`config.mk`:
```
export PLATFORM = sky130hd
export DESIGN_NAME = sac_conversion_control
export DESIGN_NICKNAME = d
export VERILOG_FILES = /design/src/common/sac_pkg.sv /design/src/logic/sac_conversion_control.sv
export SDC_FILE = /design/constraint.sdc
export NUM_CORES = 1
export LEC_CHECK = 0
export ABC_CLOCK_PERIOD_IN_PS = 5600
export BUFFER_PORTS_ARGS = -buffer_cell sky130_fd_sc_hd__buf_2
export CAP_MARGIN = 20
export CORE_ASPECT_RATIO = 0.6
export CORE_UTILIZATION = 47
export DETAILED_ROUTE_END_ITERATION = 10
export GPL_TIMING_DRIVEN = 0
export PLACE_DENSITY = 0.82
export SETUP_SLACK_MARGIN = 0.5
export SLEW_MARGIN = 40
export SYNTH_ARGS = -nofsm -noshare
export SYNTH_HDL_FRONTEND = slang
export SYNTH_SLANG_ARGS = --single-unit
```
`constraint.sdc`:
```
create_clock -name clk -period 5.6 [get_ports clk]
set_input_delay 1.12 -clock clk [delete_from_list [all_inputs] [get_ports clk]]
set_output_delay 1.12 -clock clk [all_outputs]
set_load 0.005 [all_outputs]
```
`src/common/sac_pkg.sv`:
```
`default_nettype none

package sac_pkg;

	// ==========================================================
	// register map (byte addresses on the bus)
	localparam logic [7:0] ADDR_PAIR_CFG = 8'h00;
	localparam logic [7:0] ADDR_CONTROL = 8'h04;
	localparam int ADDR_W = 8;

	// ==========================================================
	// reset values
	localparam logic [7:0] PAIR_CFG_RESET = 8'h00;
	localparam logic [7:0] CONTROL_RESET = 8'h00;

	// ==========================================================
	// control register field positions
	localparam int BIT_CONV_ENABLE = 7;
	localparam int BIT_TRACK_MODE = 6;
	localparam int BIT_DONE_FLAG = 5;
	localparam int BIT_BUSY = 4;
	localparam int BIT_MODE_HI = 3;
	localparam int BIT_MODE_LO = 1;
	localparam int BIT_WINDOW_FLAG = 0;
	localparam int PAIR_COUNT = 4;

	// ==========================================================
	// start-of-conversion sources
	localparam logic [2:0] START_SOFTWARE = 3'h0;
	localparam logic [2:0] START_TIMER3 = 3'h1;
	localparam logic [2:0] START_EXT_PIN = 3'h2;
	localparam logic [2:0] START_TIMER2 = 3'h3;
	localparam int BIT_START_COMPANION = 2;

	// ==========================================================
	// timing in sar clocks, sar clock divider in clk cycles
	localparam int TRACK_SAR_CLOCKS = 3;
	localparam int CONV_SAR_CLOCKS = 16;
	localparam int SAR_DIV_DEFAULT = 4;

	// ==========================================================
	// bus encodings
	localparam logic [1:0] HTRANS_NONSEQ = 2'h2;
	localparam logic HRESP_OKAY = 1'h0;

	typedef enum {
		SAC_IDLE,
		SAC_TRACK,
		SAC_CONVERT
	} sac_state_e;

	typedef struct packed {
		logic convEnable;
		logic trackModeSel;
		logic [2:0] startModeField;
	} sac_ctrl_s;

	typedef struct packed {
		logic powerUp;
		logic track;
		logic convert;
		logic sarTick;
	} sac_analog_s;

endpackage

`default_nettype wire

```
`src/logic/sac_conversion_control.sv`:
```
// Operation
// - enable bit clear puts converter in shutdown, no conversions.
// - enable bit set makes converter active and accepting start triggers.
// - normal track mode tracks continuously except while converting.
// - low-power track mode tracks as the start-mode field dictates.
// - done flag is set when busy falls at conversion end.
// - busy bit reads 1 during timed low-power tracking and conversion, else 0 (0 while tracking with pin low in mode 010).
// - busy write 1 starts only with start mode 000; write 0 ignored.
// - normal mode, start mode 001: timer 3 overflow starts conversion.
// - normal mode, start mode 010: rising external start pin starts it.
// - normal mode, start mode 011: timer 2 overflow starts conversion.
// - normal mode, start mode 1xx: companion busy write starts it.
// - low-power, mode 000: busy write gives 3 sar clocks tracking, convert.
// - low-power, mode 001: timer 3 overflow gives 3 clocks tracking, convert.
// - low-power, mode 010: track while pin low, convert on its rise.
// - low-power, mode 011: timer 2 overflow gives 3 clocks tracking, convert.
// - low-power, mode 1xx: companion write gives 3 clocks tracking, convert.
// - window flag sets on window match and stays until cleared.
`timescale 1ns/10ps
`default_nettype none

module sac_conversion_control #(
	parameter int SAR_DIV = sac_pkg::SAR_DIV_DEFAULT,
	parameter int CONV_CLOCKS = sac_pkg::CONV_SAR_CLOCKS
) (
	// clock and reset
	input wire logic clk,
	input wire logic reset,
	// ahb-lite slave
	input wire logic hsel,
	input wire logic [sac_pkg::ADDR_W-1:0] haddr,
	input wire logic [1:0] htrans,
	input wire logic hwrite,
	input wire logic [2:0] hsize,
	input wire logic [31:0] hwdata,
	input wire logic hready,
	output logic hreadyout,
	output logic hresp,
	output logic [31:0] hrdata,
	// start sources
	input wire logic timer3Overflow,
	input wire logic timer2Overflow,
	input wire logic companionBusyWrite,
	input wire logic extConvertStart,
	// result side
	input wire logic windowMatch,
	input wire logic [2:0] channelSel,
	output logic resultTwosComp,
	// analog control
	output sac_pkg::sac_analog_s analog,
	output logic [sac_pkg::PAIR_COUNT-1:0] pairDiff,
	output logic convDonePulse
);

	localparam int CNT_W = 8;
	localparam logic [CNT_W-1:0] TRACK_LAST =
		CNT_W'(sac_pkg::TRACK_SAR_CLOCKS - 1);
	localparam logic [CNT_W-1:0] CONV_LAST = CNT_W'(CONV_CLOCKS - 1);
	localparam logic [CNT_W-1:0] DIV_LAST = CNT_W'(SAR_DIV - 1);

	// ==========================================================
	// bus data phase
	logic dphWrite, next_dphWrite;
	logic [sac_pkg::ADDR_W-1:0] dphAddr, next_dphAddr;
	logic [31:0] next_hrdata;
	logic addrPhase;

	sac_pkg::sac_ctrl_s ctrl, next_ctrl;
	logic [sac_pkg::PAIR_COUNT-1:0] next_pairDiff;
	logic doneFlag, next_doneFlag;
	logic windowFlag, next_windowFlag;
	sac_pkg::sac_state_e state, next_state;
	logic busy;

	assign addrPhase = hsel && hready && htrans == sac_pkg::HTRANS_NONSEQ;
	assign hreadyout = 1'b1;
	assign hresp = sac_pkg::HRESP_OKAY;

	always_comb begin
		next_dphWrite = dphWrite;
		next_dphAddr = dphAddr;
		next_hrdata = hrdata;
		if (hready) begin
			next_dphWrite = addrPhase && hwrite;
			next_dphAddr = haddr;
			next_hrdata = '0;
			if (addrPhase && !hwrite) begin
				case (haddr)
					sac_pkg::ADDR_PAIR_CFG: begin
						next_hrdata[sac_pkg::PAIR_COUNT-1:0] = pairDiff;
					end
					sac_pkg::ADDR_CONTROL: begin
						next_hrdata[sac_pkg::BIT_CONV_ENABLE] = ctrl.convEnable;
						next_hrdata[sac_pkg::BIT_TRACK_MODE] = ctrl.trackModeSel;
						next_hrdata[sac_pkg::BIT_DONE_FLAG] = doneFlag;
						next_hrdata[sac_pkg::BIT_BUSY] = busy;
						next_hrdata[sac_pkg::BIT_MODE_HI:sac_pkg::BIT_MODE_LO] =
							ctrl.startModeField;
						next_hrdata[sac_pkg::BIT_WINDOW_FLAG] = windowFlag;
					end
					default: begin
						next_hrdata = '0;
					end
				endcase
			end
		end
	end

	always_ff @(posedge clk or posedge reset) begin
		if (reset) begin
			dphWrite <= 1'b0;
			dphAddr <= '0;
			hrdata <= '0;
		end else begin
			dphWrite <= next_dphWrite;
			dphAddr <= next_dphAddr;
			hrdata <= next_hrdata;
		end
	end

	// ==========================================================
	// register writes
	logic ctrlWrite, pairWrite;
	logic [2:0] wrMode;

	assign ctrlWrite = dphWrite && dphAddr == sac_pkg::ADDR_CONTROL;
	assign pairWrite = dphWrite && dphAddr == sac_pkg::ADDR_PAIR_CFG;
	assign wrMode = hwdata[sac_pkg::BIT_MODE_HI:sac_pkg::BIT_MODE_LO];

	always_comb begin
		next_ctrl = ctrl;
		next_pairDiff = pairDiff;
		if (ctrlWrite) begin
			next_ctrl.convEnable = hwdata[sac_pkg::BIT_CONV_ENABLE];
			next_ctrl.trackModeSel = hwdata[sac_pkg::BIT_TRACK_MODE];
			next_ctrl.startModeField = wrMode;
		end
		if (pairWrite) begin
			next_pairDiff = hwdata[sac_pkg::PAIR_COUNT-1:0];
		end
	end

	always_ff @(posedge clk or posedge reset) begin
		if (reset) begin
			ctrl.convEnable <=
				sac_pkg::CONTROL_RESET[sac_pkg::BIT_CONV_ENABLE];
			ctrl.trackModeSel <=
				sac_pkg::CONTROL_RESET[sac_pkg::BIT_TRACK_MODE];
			ctrl.startModeField <= sac_pkg::CONTROL_RESET[
				sac_pkg::BIT_MODE_HI:sac_pkg::BIT_MODE_LO];
			pairDiff <= sac_pkg::PAIR_CFG_RESET[sac_pkg::PAIR_COUNT-1:0];
		end else begin
			ctrl <= next_ctrl;
			pairDiff <= next_pairDiff;
		end
	end

	// differential channels deliver signed results
	assign resultTwosComp = pairDiff[channelSel[2:1]];

	// ==========================================================
	// external start pin synchroniser
	logic extSync1, extSync2, extPrev, extRise;

	always_ff @(posedge clk or posedge reset) begin
		if (reset) begin
			extSync1 <= 1'b0;
			extSync2 <= 1'b0;
			extPrev <= 1'b0;
		end else begin
			extSync1 <= extConvertStart;
			extSync2 <= extSync1;
			extPrev <= extSync2;
		end
	end

	assign extRise = extSync2 && !extPrev;

	// ==========================================================
	// sar clock enable divider
	logic [CNT_W-1:0] divCnt, next_divCnt;
	logic sarTick;

	// divider held at zero while disabled
	always_comb begin
		next_divCnt = divCnt + CNT_W'(1);
		if (!ctrl.convEnable || divCnt == DIV_LAST) begin
			next_divCnt = '0;
		end
	end

	assign sarTick = ctrl.convEnable && divCnt == DIV_LAST;

	always_ff @(posedge clk or posedge reset) begin
		if (reset) begin
			divCnt <= '0;
		end else begin
			divCnt <= next_divCnt;
		end
	end

	// ==========================================================
	// start trigger selection
	logic swStart, trigger, mode1xx;

	// busy write uses the mode and enable written in the same access,
	// so a write that shuts the converter down never starts it
	assign swStart = ctrlWrite && hwdata[sac_pkg::BIT_BUSY] &&
		hwdata[sac_pkg::BIT_CONV_ENABLE] &&
		wrMode == sac_pkg::START_SOFTWARE;
	assign mode1xx = ctrl.startModeField[sac_pkg::BIT_START_COMPANION];

	always_comb begin
		trigger = 1'b0;
		if (mode1xx) begin
			trigger = companionBusyWrite;
		end else begin
			case (ctrl.startModeField)
				sac_pkg::START_TIMER3: begin
					trigger = timer3Overflow;
				end
				sac_pkg::START_EXT_PIN: begin
					trigger = extRise;
				end
				sac_pkg::START_TIMER2: begin
					trigger = timer2Overflow;
				end
				default: begin
					trigger = 1'b0;
				end
			endcase
		end
		if (swStart) begin
			trigger = 1'b1;
		end
	end

	// ==========================================================
	// conversion sequencer
	logic [CNT_W-1:0] sarCnt, next_sarCnt;
	logic pinTracked, convEnd;

	// pin-driven low-power mode has already tracked while the pin was low
	assign pinTracked = ctrl.startModeField == sac_pkg::START_EXT_PIN;
	assign convEnd = state == sac_pkg::SAC_CONVERT && sarTick &&
		sarCnt == CONV_LAST;

	always_comb begin
		next_state = state;
		next_sarCnt = sarCnt;
		case (state)
			sac_pkg::SAC_IDLE: begin
				next_sarCnt = '0;
				if (trigger && ctrl.convEnable) begin
					if (ctrl.trackModeSel && !pinTracked) begin
						next_state = sac_pkg::SAC_TRACK;
					end else begin
						next_state = sac_pkg::SAC_CONVERT;
					end
				end
			end
			sac_pkg::SAC_TRACK: begin
				if (sarTick) begin
					next_sarCnt = sarCnt + CNT_W'(1);
					if (sarCnt == TRACK_LAST) begin
						next_sarCnt = '0;
						next_state = sac_pkg::SAC_CONVERT;
					end
				end
			end
			sac_pkg::SAC_CONVERT: begin
				if (sarTick) begin
					next_sarCnt = sarCnt + CNT_W'(1);
				end
				if (convEnd) begin
					next_sarCnt = '0;
					next_state = sac_pkg::SAC_IDLE;
				end
			end
			default: begin
				next_state = sac_pkg::SAC_IDLE;
				next_sarCnt = '0;
			end
		endcase
		// clearing enable aborts without setting the done flag
		if (!ctrl.convEnable) begin
			next_state = sac_pkg::SAC_IDLE;
			next_sarCnt = '0;
		end
	end

	always_ff @(posedge clk or posedge reset) begin
		if (reset) begin
			state <= sac_pkg::SAC_IDLE;
			sarCnt <= '0;
		end else begin
			state <= next_state;
			sarCnt <= next_sarCnt;
		end
	end

	assign busy = state != sac_pkg::SAC_IDLE;

	// ==========================================================
	// sticky flags, hardware set wins over software clear
	logic doneClr, windowClr;

	// a written 0 clears a flag, a written 1 leaves it
	assign doneClr = ctrlWrite && !hwdata[sac_pkg::BIT_DONE_FLAG];
	assign windowClr = ctrlWrite && !hwdata[sac_pkg::BIT_WINDOW_FLAG];

	always_comb begin
		next_doneFlag = doneFlag;
		next_windowFlag = windowFlag;
		if (doneClr) begin
			next_doneFlag = 1'b0;
		end
		if (convEnd) begin
			next_doneFlag = 1'b1;
		end
		if (windowClr) begin
			next_windowFlag = 1'b0;
		end
		if (windowMatch) begin
			next_windowFlag = 1'b1;
		end
	end

	always_ff @(posedge clk or posedge reset) begin
		if (reset) begin
			doneFlag <= 1'b0;
			windowFlag <= 1'b0;
			convDonePulse <= 1'b0;
		end else begin
			doneFlag <= next_doneFlag;
			windowFlag <= next_windowFlag;
			convDonePulse <= convEnd;
		end
	end

	// ==========================================================
	// analog control
	logic trackNow;

	always_comb begin
		trackNow = 1'b0;
		if (ctrl.convEnable) begin
			if (!ctrl.trackModeSel) begin
				trackNow = state != sac_pkg::SAC_CONVERT;
			end else if (state == sac_pkg::SAC_TRACK) begin
				trackNow = 1'b1;
			end else if (state == sac_pkg::SAC_IDLE && pinTracked) begin
				trackNow = !extSync2;
			end
		end
	end

	assign analog.powerUp = ctrl.convEnable;
	assign analog.track = trackNow;
	assign analog.convert = state == sac_pkg::SAC_CONVERT;
	assign analog.sarTick = sarTick;

endmodule

`default_nettype wire

```
==> results of run 1 <==
sequential cells by signal, summed over array words and instances (netlist names), 2 cells and up:
register  cells
divCnt        8
dphAddr       8
hrdata        8
sarCnt        8
ctrl          4
pairDiff      4
state         2
critical path: stages (launching register included):
cell and delay [ns]:
dfrtp_1 0.42, ha_1 0.27, or4bb_1 0.54, nor2_1 0.12
buf_4 0.11, buf_2 0.09
cell type report:
cell class / instances / share of cell area, %
flip-flops and latches: 50 / 39.5
repair buffers: 46 / 7.73
multi-input cells: 170 / 37.2
well taps: 66 / 2.60
clock buffers: 8 / 3.47
inverters: 17 / 2.09
plain buffers: 33 / 7.46
power by group through the flow:
| stage | Sequential, uW | Clock (uW) | Combinational [uW] |
|---|---|---|---|
| 2_1_floorplan | 403 | 0 | 140 |
| 3_3_place_gp | 407 | 0 | 184 |
| 3_5_place_dp | 409 | 0 | 192 |
| 4_1_cts | 402 | 247 | 193 |
| 5_1_grt | 405 | 264 | 218 |
| 6_report | 402 | 239 | 193 |
layout by cell type (no fill, tap or decap), drive strengths merged, types with 3 or more instances in the layout:
master  count
inv        17
conb       26
mux2       20
nor2       17
nand3      14
o22ai       5
clkbuf     12
nor2b       6
mux2i       5
o21ai      14
ha          6
nor4        4
a22o        6
nand2       7
xor2        4
nand2b      3
and3        7
nor3b       3
a21oi       4
buf        75
dfrtp      50
kinds of logic (layout without fill, tap and decap cells):
| logic type | after synthesis | after routing | share of synthesized area [%] |
|---|---|---|---|
| simple gates | 72 | 72 | 16.5 |
| flops | 50 | 50 | 47.4 |
| buf+inv | 50 | 104 | 11.4 |
| compound gates | 34 | 34 | 8.34 |
| mux | 26 | 26 | 11.3 |
| fa+ha+maj | 6 | 6 | 2.84 |
| xor+xnor | 6 | 6 | 1.99 |
| other cells | 2 | 26 | 0.284 |
routing by layer:
layer  vias up  GRT usage, %  wire length (um)
li1        955             -                 -
met1       944          27.9              2590
met2        62          28.5              2340
met3         2          6.90               358
met4         0          4.48                21
met5         -             0                 0
worst max path at each step:
stage	from	to	depth (start not counted)
floorplan	channelSel[1]	resultTwosComp	1
finish	divCnt[0]	analog[0]	5
global route	divCnt[0]	analog[0]	5
detailed placement	channelSel[1]	resultTwosComp	3
global placement	channelSel[1]	resultTwosComp	3
CTS	divCnt[0]	analog[0]	5
through the flow:
stage	std cells	power (uW)
after floorplan	270	543
after global placement	381	592
after detailed placement	382	601
after CTS	390	841
after global routing	390	887
final	390	834
==> summary.txt, run 1 <==
Util after Layout: 60.6%
Slew @ Worst Pin: 0.503 ns
Yosys Warn Count: 0
VDD IR max: 0.000144 V
Core region area: 0.00523 mm^2
Detail Route Antenna Nets: 0
Post-cts sizing count: 0
Port bufs: 45
CTS sink count: 50
TritonCTS buffer count: 5
Clk_lat worst skew: 0.30 ns
Largest net degree at the start of global routing: 38
Lkg Pwr: 0.00164 uW
Max-cap viol count: 0
Final setup vio count: 0
Run status: finished clean
Total gr overflow: 0
DRC: 0
Final Cycle Share: 53.0%
CP startpoint kind: register
Pwr Density: 263 mW/mm^2
Final setup margin: 2.63 ns
Avg Inst Size Synth: 10.7 um^2
Post-Place Worst Slack: 2.66 ns
Pre-Repair DR Iteration Count: 4
Cts hold-fix bufs: 0
Number of global-route vias before repair: 1740
Reg-to-reg startpoint: dphAddr[5]
Max Clk Rate: 337 MHz
First-pass GRT wire length: 8600 um
Synthesized instance count: 246
Initial core utilization: 50.5%
Worst-path clk slew: 0.08 ns
Hold Vio Cnt, Final: 0
Synth Flop Type: dfrtp_1
Die height: 60.1 um
Int Pwr: 595 uW
Synthesis-to-layout area growth: 20.1%
R2R setup slack: 3.24 ns
Worst Path Arrival: 1.85 ns
TritonCTS clock tree: built
Slew Limit Headroom: 66.4%
Logic pwr share: 23.1%
Clk pwr share: 28.7%
Number of flops mapped to enable cells by yosys: 0
Starting DRT DRC Count: 75
Min-Delay Endpoint: extSync2
Setup TNS: 0 ns
DR WL/cell: 13.6 um
Setup Skew: 0.00304 ns
I/O Pins: 102
Post-synthesis cell type count: 45
Vias/cell: 5.03
Crit path kind: register to output pin
Asr flop ratio synth: 100%
GRT Resource Usage Total: 19.5%
Sw Ratio: 28.6%
Max Slew Vio Count: 0
Antenna diodes: 0
Worst-path fanout max: 5
Reg power frac: 48.2%
Area leader, netlist: dfrtp_1
CTS max path bufs: 2
Site Rows: 20
Register area share after synthesis: 47.4%
Post-CTS Setup Repair Bufs: 0
Worst EP required: 4.48 ns
Top cell type's share of synthesized area: 47.4%
Hold_sp: extSync1
Reg-to-Reg End: state[0]
RSZ-0062 raised after global routing: false
Synth cell count leaders: 50 x dfrtp_1, 29 x buf_4, 18 x mux2_2, 17 x inv_1, 16 x nor2_1
Tmin final: 2.97 ns
Most common cell in the netlist: dfrtp_1
Multi-input gate area: 0.00118 mm^2
Die area: 0.00593 mm^2
Synth Register Bits: 50
CP endpoint kind: output pin
Hold Crit Class: register to register
Hold WS: 0.356 ns
Initial antenna violation count: 0
Synth area leaders: dfrtp_1 47%, buf_4 8.2%, mux2_2 7.7%
Worst reg2reg path depth: 5
Routed WL: 5310 um
Final Net Count: 387
HPWL after detailed placement: 4140 um
H-Tree Depth: 2
Root Buffer: clkbuf_8
Finished Cell Area: 0.00317 mm^2
FF+latch area: 0.00125 mm^2
DP Area: 0.00306 mm^2
NetSw: 239 uW
Mapped cell area: 0.00264 mm^2
Worst Hold Depth: 0
Die X: 98.8 um
Placer Congestion: 0.849
Via count: 1963
Share of cells above drive strength 1: 36.1%
Fillers: 437
No activity file was read; power rests on OpenSTA's default activity.
==> run 2: changes to the inputs <==
--- a/config.mk
+++ b/config.mk
@@ -5,14 +5,15 @@
 export SDC_FILE = /design/constraint.sdc
 export NUM_CORES = 1
 export LEC_CHECK = 0
-export ABC_CLOCK_PERIOD_IN_PS = 5600
+export ABC_AREA = 1
+export ABC_CLOCK_PERIOD_IN_PS = 2870
 export BUFFER_PORTS_ARGS = -buffer_cell sky130_fd_sc_hd__buf_2
 export CAP_MARGIN = 20
 export CORE_ASPECT_RATIO = 0.6
 export CORE_UTILIZATION = 47
 export DETAILED_ROUTE_END_ITERATION = 10
 export GPL_TIMING_DRIVEN = 0
-export PLACE_DENSITY = 0.82
+export PLACE_DENSITY = 0.81
 export SETUP_SLACK_MARGIN = 0.5
 export SLEW_MARGIN = 40
 export SYNTH_ARGS = -nofsm -noshare
==> constraint.sdc (replaced) <==
create_clock -name clk -period 2.87 [get_ports clk]
set_input_delay 0.574 -clock clk [delete_from_list [all_inputs] [get_ports clk]]
set_output_delay 0.574 -clock clk [all_outputs]
set_load 0.005 [all_outputs]
==> summary.txt, run 2 <==
Run status: finished clean (unchanged)
Starting DRT DRC Count: 184 (was 75)
Pre-Repair DR Iteration Count: 5 (was 4)
Hold Vio Cnt, Final: 0 (unchanged)
NetSw: 550 uW (was 239 uW)
Commonest cells after routing, fill and taps aside: 99 x nand2_1, 50 x dfrtp_1, 48 x buf_2, 39 x inv_1, 38 x nand3_1 (was 50 x dfrtp_1, 45 x buf_2, 29 x buf_4, 26 x conb_1, 18 x mux2_2)
VDD IR max: 0.000336 V (was 0.000144 V)
DR WL/cell: 12.2 um (was 13.6 um)
Placed Cells: 515 (was 382)
Tmin final: 2.29 ns
Hold Crit Class: primary input to async pin (was register to register)
Hold WS: 0.167 ns (was 0.356 ns)
CP endpoint kind: output pin (unchanged)
DRC: 0 (unchanged)
CTS sink count: 50 (unchanged)
Avg Inst Size Synth: 7.78 um^2 (was 10.7 um^2)
Logic pwr share: 26.1% (was 23.1%)
Synth Register Bits: 50 (unchanged)
Clk pwr share: 29.0% (was 28.7%)
Setup TNS: 0 ns (unchanged)
Total gr overflow: 0 (unchanged)
Reg power frac: 44.8% (was 48.2%)
Post-synthesis cell type count: 31 (was 45)
First-pass GRT wire length: 10400 um (was 8600 um)
Worst EP required: 2.30 ns (was 4.48 ns)
Detail Route Antenna Nets: 0 (unchanged)
Top cell type's share of synthesized area: 44.3% (was 47.4%)
Final setup margin: 0.582 ns (was 2.63 ns)
Sw Ratio: 31.7% (was 28.6%)
Area leader, netlist: dfrtp_1 (unchanged)
Number of flops mapped to enable cells by yosys: 0 (unchanged)
Synthesis-to-layout area growth: 21.1% (was 20.1%)
Setup crit start: state[0] (was divCnt[0])
Core region area: 0.00568 mm^2 (was 0.00523 mm^2)
Register area share after synthesis: 44.3% (was 47.4%)
Max Slew Vio Count: 0 (unchanged)
Mapped cell area: 0.00282 mm^2 (was 0.00264 mm^2)
Via count: 2517 (was 1963)
Most common cell after layout, fill and taps aside: nand2_1 (was dfrtp_1)
Synthesized instance count: 363 (was 246)
Worst Path Arrival: 1.71 ns (was 1.85 ns)
Reg-to-reg startpoint: state[1] (was dphAddr[5])
Die height: 62.0 um (was 60.1 um)
Initial antenna violation count: 0 (unchanged)
H-Tree Depth: 2 (unchanged)
Vias/cell: 4.79 (was 5.03)
R2R setup slack: 1.06 ns (was 3.24 ns)
Max-cap viol count: 0 (unchanged)
Layout Cells excl Fill: 525 (was 390)
Initial core utilization: 49.7% (was 50.5%)
Synth cell count leaders: 99 x nand2_1, 50 x dfrtp_1, 42 x inv_1, 38 x nand3_1, 34 x nor2_1 (was 50 x dfrtp_1, 29 x buf_4, 18 x mux2_2, 17 x inv_1, 16 x nor2_1)
Finished Cell Area: 0.00342 mm^2 (was 0.00317 mm^2)
Yosys Warn Count: 0 (unchanged)
Share of cells above drive strength 1: 24.0% (was 36.1%)
Post-Place Worst Slack: 0.707 ns (was 2.66 ns)
TritonCTS buffer count: 5 (unchanged)
Port bufs: 47 (was 45)
Die X: 102 um (was 98.8 um)
CTS max path bufs: 2 (unchanged)
RSZ-0062 raised after global routing: false (unchanged)
Site Rows: 21 (was 20)
CP startpoint kind: register (unchanged)
Max Clk Rate: 437 MHz
Placer Congestion: 0.880 (was 0.849)
Final Net Count: 508 (was 387)
Die area: 0.00633 mm^2 (was 0.00593 mm^2)
Largest net degree at the start of global routing: 39 (was 38)
Worst-path fanout max: 4 (was 5)
Lkg Pwr: 0.00190 uW (was 0.00164 uW)
Number of global-route vias before repair: 2217 (was 1740)
Crit path kind: register to output pin (unchanged)
GRT Resource Usage Total: 22.0% (was 19.5%)
HPWL after detailed placement: 4910 um (was 4140 um)
Synth Flop Type: dfrtp_1 (unchanged)
Final Cycle Share: 79.7%
Int Pwr: 1190 uW (was 595 uW)
Setup Skew: 0.00802 ns (was 0.00304 ns)
I/O Pins: 102 (unchanged)
Routed WL: 6420 um (was 5310 um)
Asr flop ratio synth: 100% (unchanged)
DP Area: 0.00327 mm^2 (was 0.00306 mm^2)
Root Buffer: clkbuf_8 (unchanged)
Most common cell in the netlist: nand2_1 (was dfrtp_1)
Antenna diodes: 0 (unchanged)
Worst-path clk slew: 0.10 ns (was 0.08 ns)
Clk_lat worst skew: 0.30 ns (about the same)
TritonCTS clock tree: built (unchanged)
Final setup vio count: 0 (unchanged)
Pwr Density: 508 mW/mm^2 (was 263 mW/mm^2)
Synth area leaders: dfrtp_1 44%, nand2_1 13%, buf_4 8.0% (was dfrtp_1 47%, buf_4 8.2%, mux2_2 7.7%)
## run 2: cell types whose count changed after synthesis, sizes merged, moves of 9 or more
| cell | previous run | this run |
|---|---|---|
| nand4 | 0 | 9 |
| nor2 | 17 | 38 |
| mux2 | 20 | 2 |
| nand3 | 14 | 40 |
| inv | 17 | 43 |
| nand2 | 7 | 100 |
## run 2: metal layers
layer | share of wire [%] | global-route usage (%) | routed length (um)
met1 | 48 | 31.9 | 3100
met4 | 1.2 | 5.51 | 78
met5 | 0 | 0 | 0
met2 | 44 | 34.0 | 2810
met3 | 6.7 | 4.92 | 432
## run 2: path summary, 6_finish.rpt
check | end | cells after the start
worst max register to register | sarCnt[0] | 9
worst max-delay path | analog[2] | 8
worst min-delay path | sarCnt[3] | 2
min in group clk | extSync2 | 0
max in group asynchronous | pairDiff[2] | 3
worst min register to register | extSync2 | 0
## run 2: critical path, stage by stage (launching register included)
cell	delay, ns
dfrtp_1	0.41
inv_2	0.10
ha_4	0.18
inv_1	0.07
nor3_2	0.17
nor3_1	0.07
a211oi_2	0.18
buf_4	0.14
buf_2	0.09
## run 2: cells by family after synthesis
family / after synthesis / share of synthesized area, %
compound gates: 28 / 5.41
simple gates: 195 / 31.1
buf+inv: 77 / 14.5
other cells: 2 / 0.266
flops: 50 / 44.3
mux: 2 / 0.798
xor+xnor: 3 / 0.931
fa+ha+maj: 6 / 2.66
## run 2: power groups by stage
stage               combinational [uW]  sequential [uW]  clock, uW
global route                       506              784        532
CTS                                424              780        506
finish                             454              779        504
global placement                   373              789          0
detailed placement                 390              792          0
floorplan                          271              783          0
## run 2: through the flow
step / utilization [%] / total power [uW]
6_report: 60.2 / 1740
5_1_grt: 60.2 / 1820
4_1_cts: 59.9 / 1710
3_5_place_dp: 57.6 / 1180
3_3_place_gp: 57.2 / 1160
2_1_floorplan: - / 1050
## run 2: timing repair
action                                  in CTS  in global routing
endpoints found under the setup margin       1                  1
resized for setup                            4                  2
hold buffers                                 0                  0
setup buffers                                0                  2
## run 2: final cells by class
class | count | area, um^2
Multi-Input combinational cell | 260 | 1270
Clock buffer | 6 | 72.6
Tap cell | 80 | 100
Inverter | 43 | 164
Sequential cell | 50 | 1250
Fill cell | 512 | 2260
Clock inverter | 2 | 37.5
Timing Repair Buffer | 50 | 270
Buffer | 34 | 249
==> run 3: changes to the inputs <==
--- a/config.mk
+++ b/config.mk
@@ -6,7 +6,7 @@
 export NUM_CORES = 1
 export LEC_CHECK = 0
 export ABC_AREA = 1
-export ABC_CLOCK_PERIOD_IN_PS = 2870
+export ABC_CLOCK_PERIOD_IN_PS = 2300
 export BUFFER_PORTS_ARGS = -buffer_cell sky130_fd_sc_hd__buf_2
 export CAP_MARGIN = 20
 export CORE_ASPECT_RATIO = 0.6
==> constraint.sdc (replaced) <==
create_clock -name clk -period 2.3 [get_ports clk]
set_input_delay 0.46 -clock clk [delete_from_list [all_inputs] [get_ports clk]]
set_output_delay 0.46 -clock clk [all_outputs]
set_load 0.005 [all_outputs]
==> summary.txt, run 3 (same netlist as run 2, synthesis figures left out) <==
Run status: finished clean (unchanged)
Site Rows: 21 (unchanged)
VDD IR max: 0.000376 V (was 0.000336 V)
Detail Route Antenna Nets: 0 (unchanged)
CP endpoint kind: output pin (unchanged)
TritonCTS buffer count: 5 (unchanged)
Max Clk Rate: 480 MHz
DRC: 0 (unchanged)
Commonest cells after routing, fill and taps aside: 96 x nand2_1, 50 x dfrtp_1, 46 x buf_2, 43 x buf_4, 37 x nand3_1 (was 99 x nand2_1, 50 x dfrtp_1, 48 x buf_2, 39 x inv_1, 38 x nand3_1)
Max-cap viol count: 0 (unchanged)
Starting DRT DRC Count: 217 (was 184)
Final Net Count: 520 (was 508)
Largest net degree at the start of global routing: 39 (unchanged)
Total gr overflow: 0 (unchanged)
Lkg Pwr: 0.00195 uW (was 0.00190 uW)
Setup Skew: 0.00745 ns (was 0.00802 ns)
Worst-path fanout max: 7 (was 4)
I/O Pins: 102 (unchanged)
Pre-Repair DR Iteration Count: 5 (unchanged)
DR WL/cell: 12.7 um (was 12.2 um)
Pwr Density: 629 mW/mm^2 (was 508 mW/mm^2)
Initial antenna violation count: 0 (unchanged)
TritonCTS clock tree: built (unchanged)
Die area: 0.00633 mm^2 (unchanged)
Routed WL: 6830 um (was 6420 um)
GRT Resource Usage Total: 23.4% (was 22.0%)
Clk_lat worst skew: 0.30 ns (about the same)
Most common cell after layout, fill and taps aside: nand2_1 (unchanged)
Final Cycle Share: 90.6%
Die height: 62.0 um (unchanged)
Worst-path clk slew: 0.10 ns (about the same)
Crit path kind: register to output pin (unchanged)
Share of cells above drive strength 1: 29.1% (was 24.0%)
FF+latch area: 0.00125 mm^2 (unchanged)
CP startpoint kind: register (unchanged)
Synthesis-to-layout area growth: 26.6% (was 21.1%)
Final setup vio count: 0 (unchanged)
H-Tree Depth: 2 (unchanged)
Initial core utilization: 49.7% (unchanged)
Root Buffer: clkbuf_8 (unchanged)
Fillers: 489 (was 512)
Multi-input gate area: 0.00132 mm^2 (was 0.00127 mm^2)
Die X: 102 um (unchanged)
CTS sink count: 50 (unchanged)
Layout Cells excl Fill: 537 (was 525)
Hold Vio Cnt, Final: 0 (unchanged)
Worst EP required: 1.84 ns (was 2.30 ns)
Placer Congestion: 0.880 (unchanged)
Max Slew Vio Count: 0 (unchanged)
RSZ-0062 raised after global routing: true (was false)
Final setup margin: 0.217 ns (was 0.582 ns)
Hold Crit Class: primary input to async pin (unchanged)
Number of global-route vias before repair: 2311 (was 2217)
Tmin final: 2.08 ns
CTS max path bufs: 2 (unchanged)
Via count: 2654 (was 2517)
Worst Path Arrival: 1.62 ns (was 1.71 ns)
Core region area: 0.00568 mm^2 (unchanged)
Antenna diodes: 0 (unchanged)
Port bufs: 47 (unchanged)
First-pass GRT wire length: 11000 um (was 10400 um)
Post-Place Worst Slack: 0.251 ns (was 0.707 ns)
HPWL after detailed placement: 4910 um (unchanged)
Hold WS: 0.0550 ns (was 0.167 ns)
Vias/cell: 4.94 (was 4.79)
Placed Cells: 515 (unchanged)
## run 3: critical path, stage by stage, from the launching register on
cell and delay, ns:
dfrtp_1 0.38, inv_2 0.06, buf_4 0.13, ha_2 0.25, a211oi_2 0.27, buf_4 0.15
buf_6 0.08
## run 3: worst paths after layout
check                           depth (start not counted)  slack, ns             from        end
worst max-delay path                                    6       0.22         state[0]  analog[2]
min in group clk                                        1       0.26  extConvertStart   extSync1
worst min register to register                          0       0.37         extSync1   extSync2
worst max register to register                         10       0.51         state[0]  sarCnt[0]
max in group asynchronous                               3       1.80            reset  hrdata[3]
worst min-delay path                                    2       0.05            reset  sarCnt[3]
## run 3: layer usage
layer	wire length (um)	part of all wire, %	global-route usage [%]
met1	3110	46	33.0
met2	3200	47	38.4
met3	461	6.8	4.25
met4	53	0.78	5.31
met5	0	0	0
## run 3: repair_timing
item	in CTS	in global routing
pin swaps	7	6
gates resized for setup	18	7
buffers inserted	13	1
hold buffers	0	0
setup endpoints to repair	3	10
## run 3: final cells by class
cell class	count	share of cell area [%]
buffer	34	7.08
clock buffer	6	2.03
clock inverter	2	1.05
inverter	43	4.59
multi-input combinational	260	37.0
sequential	50	35.0
tap	80	2.80
timing repair buffer	62	10.4
## run 3: power breakdown
group	switching [uW]	total [uW]	internal, uW
combinational	365	647	282
sequential	45.2	973	928
clock	301	626	325
total	711	2250	1540
## run 3: metrics by stage
step                      cell area [um^2]  utilization, %  setup TNS [ns]  total power, uW
after floorplan                       2910               -               0             1320
after global placement                3250            57.2          -0.160             1450
after detailed placement              3270            57.6               0             1470
after CTS                             3540            62.5               0             2220
after global routing                  3570            62.9               0             2350
final                                 3570            62.9               0             2250
